File: src/logic/rst_pme_params.svh
// constants of the secondary reset and power event logic
`ifndef RST_PME_PARAMS_SVH
`define RST_PME_PARAMS_SVH
`define CLK_PERIOD_NS 8
`define SEC_RELEASE_TIME_NS 1000
`define SEC_RELEASE_CYCLES ((`SEC_RELEASE_TIME_NS + `CLK_PERIOD_NS - 1) / `CLK_PERIOD_NS)
`define SUBSYS_EVENT_IDLE 1'h1
`define STRAP_DEFAULT 1'h1
`define STATUS_CLEAR 1'h0
`define PIN_LOW 1'h0
`endif

File: src/logic/rst_pme_pkg.sv
// types of the secondary reset and power event logic
package rst_pme_pkg;
  typedef enum {tmr_idle, tmr_count} tmr_state_t;
  typedef struct packed {
    logic ctrl_oe;
    logic secondary_wide_request_n;
    logic wide_request_oe;
    logic zero_drive_oe;
  } sec_drive_t;
  typedef struct packed {
    logic primary;
    logic sec_bit;
    logic chip;
    logic power;
  } reset_cause_t;
endpackage

File: src/logic/level_edge_detect.sv
// edge detector for a synchronous level input
`timescale 1ns/10ps
`include "rst_pme_params.svh"
module level_edge_detect (
  // clock and resets
  input wire logic ref_clk_i,
  input wire logic rst_n_i,
  input wire logic primary_reset_n_i,
  // level in, edges out
  input wire logic level_i,
  output logic fall_o,
  output logic rise_o
);
  logic prev_ff;
  logic nxt_prev;

  // ==========================================================
  // previous level
  always_comb begin
    nxt_prev = rst_n_i ? level_i : `SUBSYS_EVENT_IDLE;
  end

  always_ff @(posedge ref_clk_i or negedge primary_reset_n_i) begin
    if (!primary_reset_n_i) begin
      prev_ff <= `SUBSYS_EVENT_IDLE;
    end else begin
      prev_ff <= nxt_prev;
    end
  end

  assign fall_o = prev_ff & ~level_i;
  assign rise_o = ~prev_ff & level_i;
endmodule

File: src/logic/release_timer.sv
// one-shot timer that holds busy for a fixed number of cycles
`timescale 1ns/10ps
`include "rst_pme_params.svh"
module release_timer #(
  parameter int CYCLES = `SEC_RELEASE_CYCLES
) (
  // clock and resets
  input wire logic ref_clk_i,
  input wire logic rst_n_i,
  input wire logic primary_reset_n_i,
  // start and busy
  input wire logic start_i,
  output logic busy_o
);
  localparam int W = $clog2(CYCLES + 1);
  localparam logic [W-1:0] LOAD = W'(CYCLES - 1);
  localparam logic [W-1:0] ONE = W'(1);

  generate
    if (CYCLES < 1) begin : g_bad_cycles
      $error("release_timer: CYCLES must be at least 1");
    end
  endgenerate

  rst_pme_pkg::tmr_state_t state_ff;
  rst_pme_pkg::tmr_state_t nxt_state;
  logic [W-1:0] cnt_ff;
  logic [W-1:0] nxt_cnt;

  // ==========================================================
  // countdown
  always_comb begin
    nxt_state = state_ff;
    nxt_cnt = cnt_ff;
    case (state_ff)
      rst_pme_pkg::tmr_idle: begin
        if (start_i) begin
          nxt_state = rst_pme_pkg::tmr_count;
          nxt_cnt = LOAD;
        end
      end
      rst_pme_pkg::tmr_count: begin
        if (start_i) begin
          nxt_cnt = LOAD;
        end else if (cnt_ff == '0) begin
          nxt_state = rst_pme_pkg::tmr_idle;
        end else begin
          nxt_cnt = cnt_ff - ONE;
        end
      end
      default: begin
        nxt_state = rst_pme_pkg::tmr_idle;
        nxt_cnt = '0;
      end
    endcase
    if (!rst_n_i) begin
      nxt_state = rst_pme_pkg::tmr_idle;
      nxt_cnt = '0;
    end
  end

  always_ff @(posedge ref_clk_i or negedge primary_reset_n_i) begin
    if (!primary_reset_n_i) begin
      state_ff <= rst_pme_pkg::tmr_idle;
      cnt_ff <= '0;
    end else begin
      state_ff <= nxt_state;
      cnt_ff <= nxt_cnt;
    end
  end

  assign busy_o = (state_ff == rst_pme_pkg::tmr_count);

  // ==========================================================
  // checks
  a_timer_start: assert property (@(posedge ref_clk_i)
    disable iff (!primary_reset_n_i || !rst_n_i) start_i |=> busy_o)
    else $error("timer did not start");
  a_timer_end: assert property (@(posedge ref_clk_i)
    disable iff (!primary_reset_n_i || !rst_n_i)
    busy_o && cnt_ff == '0 && !start_i |=> !busy_o)
    else $error("timer did not expire");
endmodule

File: src/logic/secondary_reset_and_pme_logic.sv
// secondary reset, bus drive state and power event logic of the bridge
//
// Contract
// primary reset clears every register; prev_ff instead loads the idle level 1, strap_ff loads central_resource_strap_i
// primary reset floats bus outputs, few exceptions
// primary reset asserts without a clock
// falling subsystem event edge may raise wake
// rising subsystem event edge may raise interrupt
// any reset cause asserts secondary reset
// secondary or chip reset bit asserts it
// D3hot to D0 transition asserts it
// secondary reset floats secondary control outputs
// central resource drives zeros, wide request
// untimed causes hold until primary, bit clear
// chip and power causes release by timer
// secondary reset leaves registers unchanged
// config access stays open during secondary reset
// wake needs event, state support and enable
// clearing status or enable drops wake
// central resource strap captured during primary reset
// release timer length is a parameter
`timescale 1ns/10ps
`include "rst_pme_params.svh"
module secondary_reset_and_pme_logic #(
  parameter int RELEASE_CYCLES = `SEC_RELEASE_CYCLES
) (
  // clock and resets
  input wire logic ref_clk_i,
  input wire logic rst_n_i,
  input wire logic primary_reset_n_i,
  // strap
  input wire logic central_resource_strap_i,
  // software control bits
  input wire logic sec_reset_bit_i,
  input wire logic chip_reset_set_i,
  input wire logic pm_d3hot_to_d0_i,
  input wire logic pme_en_i,
  input wire logic pme_state_ok_i,
  input wire logic pme_status_clear_i,
  input wire logic status_int_en_i,
  input wire logic status_int_clear_i,
  // subsystem
  input wire logic subsys_pme_n_i,
  // primary side
  output logic primary_bus_oe_o,
  output logic config_access_ok_o,
  output logic primary_pme_n_o,
  output logic primary_pme_oe_o,
  output logic primary_inta_n_o,
  output logic primary_inta_oe_o,
  // secondary side
  output logic secondary_reset_n_o,
  output rst_pme_pkg::sec_drive_t sec_drive_o,
  // status
  output logic pme_status_o,
  output logic status_int_pending_o,
  output logic central_resource_o,
  output rst_pme_pkg::reset_cause_t reset_cause_o
);
  generate
    if (RELEASE_CYCLES < 1) begin : g_bad_release
      $error("RELEASE_CYCLES must be at least 1");
    end
  endgenerate

  logic ev_fall;
  logic ev_rise;
  logic chip_busy;
  logic pm_busy;
  logic sec_active;
  logic central;
  logic strap_ff;
  logic nxt_strap;
  logic pme_status_ff;
  logic nxt_pme_status;
  logic int_status_ff;
  logic nxt_int_status;

  // ==========================================================
  // subsystem event edges
  level_edge_detect u_event_edges (
    .ref_clk_i(ref_clk_i),
    .rst_n_i(rst_n_i),
    .primary_reset_n_i(primary_reset_n_i),
    .level_i(subsys_pme_n_i),
    .fall_o(ev_fall),
    .rise_o(ev_rise)
  );

  // ==========================================================
  // timed release causes
  release_timer #(
    .CYCLES(RELEASE_CYCLES)
  ) u_chip_timer (
    .ref_clk_i(ref_clk_i),
    .rst_n_i(rst_n_i),
    .primary_reset_n_i(primary_reset_n_i),
    .start_i(chip_reset_set_i),
    .busy_o(chip_busy)
  );

  release_timer #(
    .CYCLES(RELEASE_CYCLES)
  ) u_pm_timer (
    .ref_clk_i(ref_clk_i),
    .rst_n_i(rst_n_i),
    .primary_reset_n_i(primary_reset_n_i),
    .start_i(pm_d3hot_to_d0_i),
    .busy_o(pm_busy)
  );

  // ==========================================================
  // strap capture
  always_comb begin
    nxt_strap = strap_ff;
    if (!primary_reset_n_i) begin
      nxt_strap = central_resource_strap_i;
    end else if (!rst_n_i) begin
      nxt_strap = `STRAP_DEFAULT;
    end
  end

  always_ff @(posedge ref_clk_i) begin
    strap_ff <= nxt_strap;
  end

  assign central = ~strap_ff;

  // ==========================================================
  // event status flags
  always_comb begin
    nxt_pme_status = pme_status_ff & ~pme_status_clear_i;
    if (ev_fall) begin
      nxt_pme_status = 1'h1;
    end
    nxt_int_status = int_status_ff & ~status_int_clear_i;
    if (ev_rise) begin
      nxt_int_status = 1'h1;
    end
    if (!rst_n_i) begin
      nxt_pme_status = `STATUS_CLEAR;
      nxt_int_status = `STATUS_CLEAR;
    end
  end

  // secondary reset leaves these alone; primary reset, rst_n_i and the clear inputs clear them; see
  always_ff @(posedge ref_clk_i or negedge primary_reset_n_i) begin
    if (!primary_reset_n_i) begin
      pme_status_ff <= `STATUS_CLEAR; // see
      int_status_ff <= `STATUS_CLEAR;
    end else begin
      pme_status_ff <= nxt_pme_status;
      int_status_ff <= nxt_int_status;
    end
  end

  // ==========================================================
  // secondary reset and drive state
  assign sec_active = ~primary_reset_n_i // see see
    | sec_reset_bit_i // see
    | chip_busy
    | pm_busy; // see

  assign secondary_reset_n_o = ~sec_active;

  always_comb begin
    sec_drive_o.ctrl_oe = ~sec_active;
    sec_drive_o.secondary_wide_request_n = `PIN_LOW;
    sec_drive_o.wide_request_oe = sec_active & central;
    sec_drive_o.zero_drive_oe = sec_active & central;
  end

  // ==========================================================
  // primary side outputs
  assign primary_bus_oe_o = primary_reset_n_i;
  assign config_access_ok_o = primary_reset_n_i;
  assign primary_pme_n_o = `PIN_LOW;
  assign primary_pme_oe_o = pme_status_ff & pme_en_i & pme_state_ok_i; // see
  assign primary_inta_n_o = `PIN_LOW;
  assign primary_inta_oe_o = int_status_ff & status_int_en_i;

  assign pme_status_o = pme_status_ff;
  assign status_int_pending_o = int_status_ff;
  assign central_resource_o = central;

  always_comb begin
    reset_cause_o.primary = ~primary_reset_n_i;
    reset_cause_o.sec_bit = sec_reset_bit_i;
    reset_cause_o.chip = chip_busy;
    reset_cause_o.power = pm_busy;
  end

  // ==========================================================
  // checks
  a_regs_cleared: assert property (@(posedge ref_clk_i)
    disable iff (!rst_n_i)
    $rose(primary_reset_n_i) |-> !pme_status_o && !status_int_pending_o
      && !reset_cause_o.chip && !reset_cause_o.power)
    else $error("registers not cleared by primary reset");

  a_bus_floated: assert property (@(posedge ref_clk_i)
    disable iff (!rst_n_i)
    !primary_reset_n_i |-> !primary_bus_oe_o && !sec_drive_o.ctrl_oe
      && !primary_pme_oe_o && !primary_inta_oe_o)
    else $error("bus driven during primary reset");

  a_async_assert: assert property (@(posedge ref_clk_i)
    disable iff (!rst_n_i)
    !primary_reset_n_i |-> !secondary_reset_n_o && !config_access_ok_o)
    else $error("primary reset not passed through");

  a_wake_edge: assert property (@(posedge ref_clk_i)
    disable iff (!primary_reset_n_i || !rst_n_i)
    $fell(subsys_pme_n_i) ##1 (pme_en_i && pme_state_ok_i) |-> primary_pme_oe_o)
    else $error("wake not raised on event edge");

  a_status_edge: assert property (@(posedge ref_clk_i)
    disable iff (!primary_reset_n_i || !rst_n_i)
    $rose(subsys_pme_n_i) |=> status_int_pending_o)
    else $error("status edge not caught");

  a_sec_bit: assert property (@(posedge ref_clk_i) // see
    disable iff (!primary_reset_n_i || !rst_n_i)
    sec_reset_bit_i |-> !secondary_reset_n_o)
    else $error("secondary reset bit ignored");

  a_chip_reset: assert property (@(posedge ref_clk_i)
    disable iff (!primary_reset_n_i || !rst_n_i)
    chip_reset_set_i |=> !secondary_reset_n_o && reset_cause_o.chip)
    else $error("chip reset did not assert secondary reset");

  a_power_reset: assert property (@(posedge ref_clk_i)
    disable iff (!primary_reset_n_i || !rst_n_i)
    pm_d3hot_to_d0_i |=> !secondary_reset_n_o ##0 reset_cause_o.power)
    else $error("power transition did not assert secondary reset");

  a_ctrl_hiz: assert property (@(posedge ref_clk_i)
    !secondary_reset_n_o |-> !sec_drive_o.ctrl_oe)
    else $error("control outputs driven in secondary reset");

  a_central_drive: assert property (@(posedge ref_clk_i)
    disable iff (!rst_n_i)
    !secondary_reset_n_o && central_resource_o |-> sec_drive_o.zero_drive_oe
      && sec_drive_o.wide_request_oe && !sec_drive_o.secondary_wide_request_n)
    else $error("central resource not driving in reset");

  a_noncentral_hiz: assert property (@(posedge ref_clk_i)
    disable iff (!rst_n_i)
    !central_resource_o |-> !sec_drive_o.zero_drive_oe && !sec_drive_o.wide_request_oe)
    else $error("non-central bridge driving secondary lines");

  a_hold_release: assert property (@(posedge ref_clk_i)
    disable iff (!primary_reset_n_i || !rst_n_i)
    $fell(sec_reset_bit_i) && !chip_busy && !pm_busy |-> secondary_reset_n_o)
    else $error("secondary reset held after causes ended");

  a_timed_release: assert property (@(posedge ref_clk_i)
    disable iff (!primary_reset_n_i || !rst_n_i)
    $fell(chip_busy) && !pm_busy && !sec_reset_bit_i |-> secondary_reset_n_o)
    else $error("timed cause not released");

  a_regs_kept: assert property (@(posedge ref_clk_i)
    disable iff (!primary_reset_n_i || !rst_n_i)
    !secondary_reset_n_o && pme_status_o && !pme_status_clear_i |=> pme_status_o)
    else $error("secondary reset disturbed register state");

  a_config_open: assert property (@(posedge ref_clk_i)
    disable iff (!primary_reset_n_i)
    !secondary_reset_n_o |-> config_access_ok_o)
    else $error("config access closed in secondary reset");

  a_wake_gate: assert property (@(posedge ref_clk_i)
    primary_pme_oe_o |-> pme_status_o && pme_en_i && pme_state_ok_i)
    else $error("wake asserted without all conditions");

  a_int_gate: assert property (@(posedge ref_clk_i)
    primary_inta_oe_o |-> status_int_pending_o && status_int_en_i)
    else $error("interrupt asserted without flag and enable");

  a_wake_release: assert property (@(posedge ref_clk_i)
    disable iff (!primary_reset_n_i || !rst_n_i)
    pme_status_clear_i && !$fell(subsys_pme_n_i) |=> !primary_pme_oe_o)
    else $error("wake not released after status clear");

  a_strap_capture: assert property (@(posedge ref_clk_i)
    disable iff (!rst_n_i)
    !primary_reset_n_i |=> central_resource_o == !$past(central_resource_strap_i))
    else $error("strap not captured during primary reset");

  c_chip_cycle: cover property (@(posedge ref_clk_i)
    disable iff (!primary_reset_n_i || !rst_n_i)
    chip_reset_set_i ##1 !secondary_reset_n_o ##[1:1000] secondary_reset_n_o);
  c_power_cycle: cover property (@(posedge ref_clk_i)
    disable iff (!primary_reset_n_i || !rst_n_i)
    pm_d3hot_to_d0_i ##1 !secondary_reset_n_o ##[1:1000] secondary_reset_n_o);
  c_wake: cover property (@(posedge ref_clk_i)
    disable iff (!primary_reset_n_i || !rst_n_i)
    primary_pme_oe_o ##[1:50] !primary_pme_oe_o);
  c_status_int: cover property (@(posedge ref_clk_i)
    disable iff (!primary_reset_n_i || !rst_n_i)
    primary_inta_oe_o);
  c_central: cover property (@(posedge ref_clk_i)
    sec_drive_o.zero_drive_oe);
endmodule
File: config.mk
export PLATFORM = sky130hd
export DESIGN_NAME = secondary_reset_and_pme_logic
export DESIGN_NICKNAME = d
export VERILOG_FILES = /design/src/logic/rst_pme_pkg.sv /design/src/logic/level_edge_detect.sv /design/src/logic/release_timer.sv /design/src/logic/secondary_reset_and_pme_logic.sv
export VERILOG_INCLUDE_DIRS = /design/src /design/src/logic
export SDC_FILE = /design/constraint.sdc
export NUM_CORES = 1
export LEC_CHECK = 0
export BUFFER_PORTS_ARGS = -buffer_cell sky130_fd_sc_hd__buf_2
export CAP_MARGIN = 25
export CORE_ASPECT_RATIO = 1.25
export CORE_UTILIZATION = 45
export CTS_CLUSTER_DIAMETER = 100
export DETAILED_ROUTE_END_ITERATION = 8
export PLACE_DENSITY = 0.78
export SYNTH_ARGS = -nofsm -noshare
export SYNTH_HDL_FRONTEND = slang
export SYNTH_SLANG_ARGS = --single-unit
File: constraint.sdc
create_clock -name ref_clk_i -period 1.8 [get_ports ref_clk_i]
set_input_delay 0.18 -clock ref_clk_i [delete_from_list [all_inputs] [get_ports ref_clk_i]]
set_output_delay 0.18 -clock ref_clk_i [all_outputs]
set_load 0.02 [all_outputs]
**Yosys cells after proc, flatten, opt, wreduce, memory -nomap -nowiden**

Cells that the tools add are included.

- Register bits after elaboration: 82
- Input port bits: 13
- Output and inout bits: 18
- Word-level logic and storage cells: 76

- Add/subtract/negate cells: 2
- Equal/unequal tests: 13
- Multiplexer cells: 27
- Bitwise gates (word level): 18
- Reductions and logical operators: 8

Operator list:

| kind | count |
|---|---|
| $mux W32 | 8 |
| $pmux W32 S2 | 2 |
| $eq A32 B1 Y1 const B | 2 |
| $eq A32 B2 Y1 const B | 2 |
| $logic_not A32 Y1 | 2 |
| $mux W7 | 8 |
| $pmux W7 S2 | 2 |
| $logic_not A7 Y1 | 2 |
| $sub A7 B1 Y7 const B | 2 |
| $ne A3 B3 Y1 const B | 4 |
| $and A1 B1 Y1 | 8 |
| $ne A4 B4 Y1 const B | 2 |
| $mux W1 | 7 |
| $not A1 Y1 | 7 |
| $ne A3 B2 Y1 const B | 2 |
| $reduce_and A3 Y1 | 2 |
| $reduce_and A2 Y1 | 2 |
| $or A1 B1 Y1 | 3 |
| $ne A2 B2 Y1 const B | 1 |

**Longest topological paths before layout**

- Word-level depth: 5
- Gate-level depth with buffers: 6
- Gate-level depth less buffers: 6

**By module**

From an unflattened synthesis, not the netlist that was laid out.

- Cells, all modules: 114
- Area, all modules: 1199.9 um2

By module, submodules not included:

| module | times used | cells each | area an instance (um2) | seq. area each (um2) |
|---|---|---|---|---|
| release_timer | 2 | 42 | 454.2 | 200.2 |
| secondary_reset_and_pme_logic | 1 | 26 | 246.5 | 80.1 |
| level_edge_detect | 1 | 4 | 45.0 | 26.3 |

**Worst setup path after synthesis**

OpenSTA, ideal clock, no wires.

- Path kind: register to output
- Start: reg u_pm_timer.state_ff[0]
- End: out sec_drive_o[1] (netlist name)
- Arrival: 1.834 ns
- Data required time: 1.620 ns
- Setup slack: -0.214 ns
- Stages on the path, launching flop included: 4
- Path buffers: 1
- Cells stage by stage: dfrtp_1 -> nor4_1 -> nor2_1 -> buf_4

RTL lines:

| item | line | RTL |
|---|---|---|
| start: declaration | release_timer.sv:25 | `rst_pme_pkg::tmr_state_t state_ff;` |
| start signal: assignment | release_timer.sv:64 | `state_ff <= rst_pme_pkg::tmr_idle;` |
| start signal: assignment | release_timer.sv:67 | `state_ff <= nxt_state;` |
| end: declaration | secondary_reset_and_pme_logic.sv:53 | `output rst_pme_pkg::sec_drive_t sec_drive_o,` |

**Worst setup path in the final report**

- Start: reg u_chip_timer.cnt_ff[4]
- End: reg u_chip_timer.cnt_ff[1]

- Cells in the longest elaborated chain, start to end: 3

RTL lines:

| item | line | RTL |
|---|---|---|
| start: declaration | release_timer.sv:27 | `logic [W-1:0] cnt_ff;` |
| start signal: assignment | release_timer.sv:68 | `cnt_ff <= nxt_cnt;` |
| $logic_not A7 Y1 | release_timer.sv:45 | `end else if (cnt_ff == '0) begin` |
| $ne A4 B4 Y1 (no source line) | -- |  |
| $reduce_and A2 Y1 (no source line) | -- |  |

No other way between the ends.
A chain may end at the register's enable or synchronous reset.

==> metrics.txt <==
synthesized instance count 118; Int Pwr 0.8046 mW; PnR worst setup slack between 50 and 60 ps; final hold vios 0; fraction of layout cells with a size suffix above 1 slightly below 30%; fmax 571.7 MHz; Primary FF master, synth dfrtp_1; WL/cell 12.69 um; Critical path origin u_chip_timer.cnt_ff[4]$_DFFE_PN0P_; Power Dens Cells 831.2 nW/um2; Worst EP required 2010 ps; layout net count 160; FP Rows 20; Antenna Nets Post-Route 0; flops & latches, synth 20; die width 47.29 um; sequential element share of the synthesized area 43.93%; ys async rst share between 90% and 100%; crit path to u_chip_timer.cnt_ff[1]$_DFFE_PN0P_; die area 2771 um2; RSZ-0062 raised after global routing no; Hold Crit Class in -> reg; GRT Total Usage between 10% and 20%; clock transition at the registers of the reported paths roughly 120 ps; H-tree levels 1; fin util 55.05%; slowest stage delay, CP between 600 and 700 ps; Place WS 93.69 ps; setup_tns 0 ps; io pins 31; Yosys cell types ~40; Clk Latency, worst-skew pair 300 ps; drt initial violations 33; vias in the first global route approximately 800; Worst Setup Start Kind flip-flop; NetSw 0.3062 mW; Root Buffer clkbuf_4; Die Y between 50 and 60 um; number of synthesized flops with an enable pin 1; Max Cap Viol 0; FF-to-FF setup slack approximately 51 ps; initial antenna violation count 0; period utilization 97.17%; slew of the pin with the lowest slew margin 482.7 ps; # diodes 0; relative slew slack between 60% and 70%; Final Critical Period between 1500 and 2000 ps; Net Sw Frac 27.56%; syn_area_per_cell 9.776 um2; status complete, no violations; VDD IR-drop max 0.5130 mV; Slew Limit Fails 0; critical path type reg -> reg; Leak Pwr 0.6443 nW; Detailed Place HPWL around 1.7 mm; CP Cell Sequence or4_1 > o31a_1 > a211oi_1; post-DR vias/cell 5.000; Core Area 2427 um2; Comb power frac approximately a fifth; CP arrival ~2000 ps; WHS between 90 and 100 ps; Worst R2R Start u_chip_timer.cnt_ff[4]$_DFFE_PN0P_; # setup viols final 0; drt drc 0; largest net degree at the start of global routing 22; Clock Power Share 33.2%; Setup crit end kind flip-flop; Ys Warns 0; GP Congestion 0.7882; grt ovf 0; Post-Route WL 2.221 mm; initial core utilization 47.53%; vias ~880; CTS tree done; crit path max fanout 4; Crit Reg-Reg Endpoint u_chip_timer.cnt_ff[1]$_DFFE_PN0P_; IO buf count 27; total iterations of the first detailed-routing run 4; first-pass GRT wire length 3.408 mm; Layout area overhead 15.84%; Mapped Area around 1200 um2; CP max-delay cell or4_1; TritonCTS Sinks 20; FF-to-FF path depth 3; total chip power 1.111 mW; Synth top area share approximately 39%; Clock Path Buffers 2; ranking of synthesized cells by area dfrtp_1, buf_4, ha_1, inv_1, o21a_1; power share of the sequential group 46.5%; fillers approximately 240; Worst Skew roughly 2.1 ps; CTS Buf Count 3; cell taking the most area after synthesis dfrtp_1
==> worst max-delay path, delay by kind of cell (launching register included) <==
kind / cells / cell delay, ps
flops: 1 / 420
compound gates: 2 / 630
simple gates: 1 / 610
==> flip-flops by register name, indices dropped and copies added (netlist names) <==
name,count
u_pm_timer.cnt_ff,7
pme_status_o,1
u_pm_timer.state_ff,1
status_int_pending_o,1
strap_ff,1
u_chip_timer.cnt_ff,7
u_chip_timer.state_ff,1
u_event_edges.prev_ff,1
==> per-layer routing <==
metal	share of wire [%]	GRT usage [%]
met5	0	0
met4	1.7	8.571
met1	42	19.37
met3	2.6	2.147
met2	54	30.92
==> power by group through the flow <==
stage / clock, mW / combinational (mW) / sequential (mW)
detailed placement: 0 / 0.222 / 0.525
floorplan: 0 / 0.172 / 0.521
CTS: 0.374 / 0.225 / 0.516
global placement: 0 / 0.215 / 0.522
global route: 0.393 / 0.251 / 0.521
finish: 0.369 / 0.225 / 0.517
==> worst min-delay path by stage <==
stage / startpoint / end / slack, ps / cells after the start
finish: subsys_pme_n_i / u_event_edges.prev_ff$_DFF_PN1_ / 90 / 3
global route: subsys_pme_n_i / u_event_edges.prev_ff$_DFF_PN1_ / 100 / 3
CTS: subsys_pme_n_i / u_event_edges.prev_ff$_DFF_PN1_ / 90 / 3
detailed placement: primary_reset_n_i / status_int_pending_o$_DFF_PN0_ / 220 / 2
global placement: primary_reset_n_i / status_int_pending_o$_DFF_PN0_ / 210 / 2
floorplan: primary_reset_n_i / pme_status_o$_DFF_PN0_ / -120 / 0
==> layout make-up <==
cell class,instances,area (um2),area share (%)
inverter,12,45.04,3.371
tap,33,41.29,3.090
timing repair buffer,30,160.2,11.99
multi-input combinational,76,530.5,39.70
sequential,20,506.7,37.92
clock inverter,1,30.03,2.247
clock buffer,3,22.52,1.685
==> cell usage in the layout, fill, tap and decap left out, types with 2 or more instances in the layout <==
cell type / count
a21oi_1: 2
nand2b_1: 2
a21boi_1: 3
nor2_1: 7
o31a_1: 3
buf_4: 2
nor3b_1: 2
nor4b_1: 3
nand2_1: 7
o21ai_1: 2
xnor2_1: 2
buf_2: 27
or2_2: 2
conb_1: 3
dfrtp_1: 18
inv_1: 12
xor2_1: 4
clkbuf_4: 3
and2_1: 3
o21a_1: 5
o21ai_0: 2
ha_1: 4
or4_1: 2
==> stage by stage <==
| step | std cells | cell area (um2) |
|---|---|---|
| floorplan | 120 | 1167 |
| detailed placement | 170 | 1269 |
| global route | 175 | 1336 |
| global placement | 170 | 1269 |
| finish | 175 | 1336 |
| CTS | 175 | 1331 |
==> cell usage after synthesis (all sizes together) (2+ instances only) <==
| master | count |
|---|---|
| or2 | 2 |
| nor2 | 7 |
| nor4b | 3 |
| a21oi | 2 |
| nor3 | 2 |
| buf | 11 |
| dfrtp | 18 |
| o31a | 3 |
| inv | 12 |
| nand2b | 2 |
| or4 | 3 |
| and2 | 3 |
| xnor2 | 2 |
| nand2 | 7 |
| o21a | 5 |
| xor2 | 4 |
| nor4 | 2 |
| ha | 4 |
| o21ai | 5 |
| a21boi | 4 |
| nor3b | 2 |
==> kinds of logic after synthesis <==
group	after synthesis	synth area share, %
muxes	1	0.9761
xor gates and xnor gates	6	4.555
other	1	0.3251
adders and majority gates	4	4.339
buffers and inverters	24	11.71
and+or+nand+nor	36	18.33
DFF	20	43.93
AOI/OAI and AO/OA	26	15.84
==> repair_timing <==
item                       CTS  global route
setup endpoints to repair    0             1
resized for setup            0             1
buffers inserted             0             0
hold endpoints to repair    18             0
hold buffers                 1             0
No activity file was read; power rests on OpenSTA's default activity.
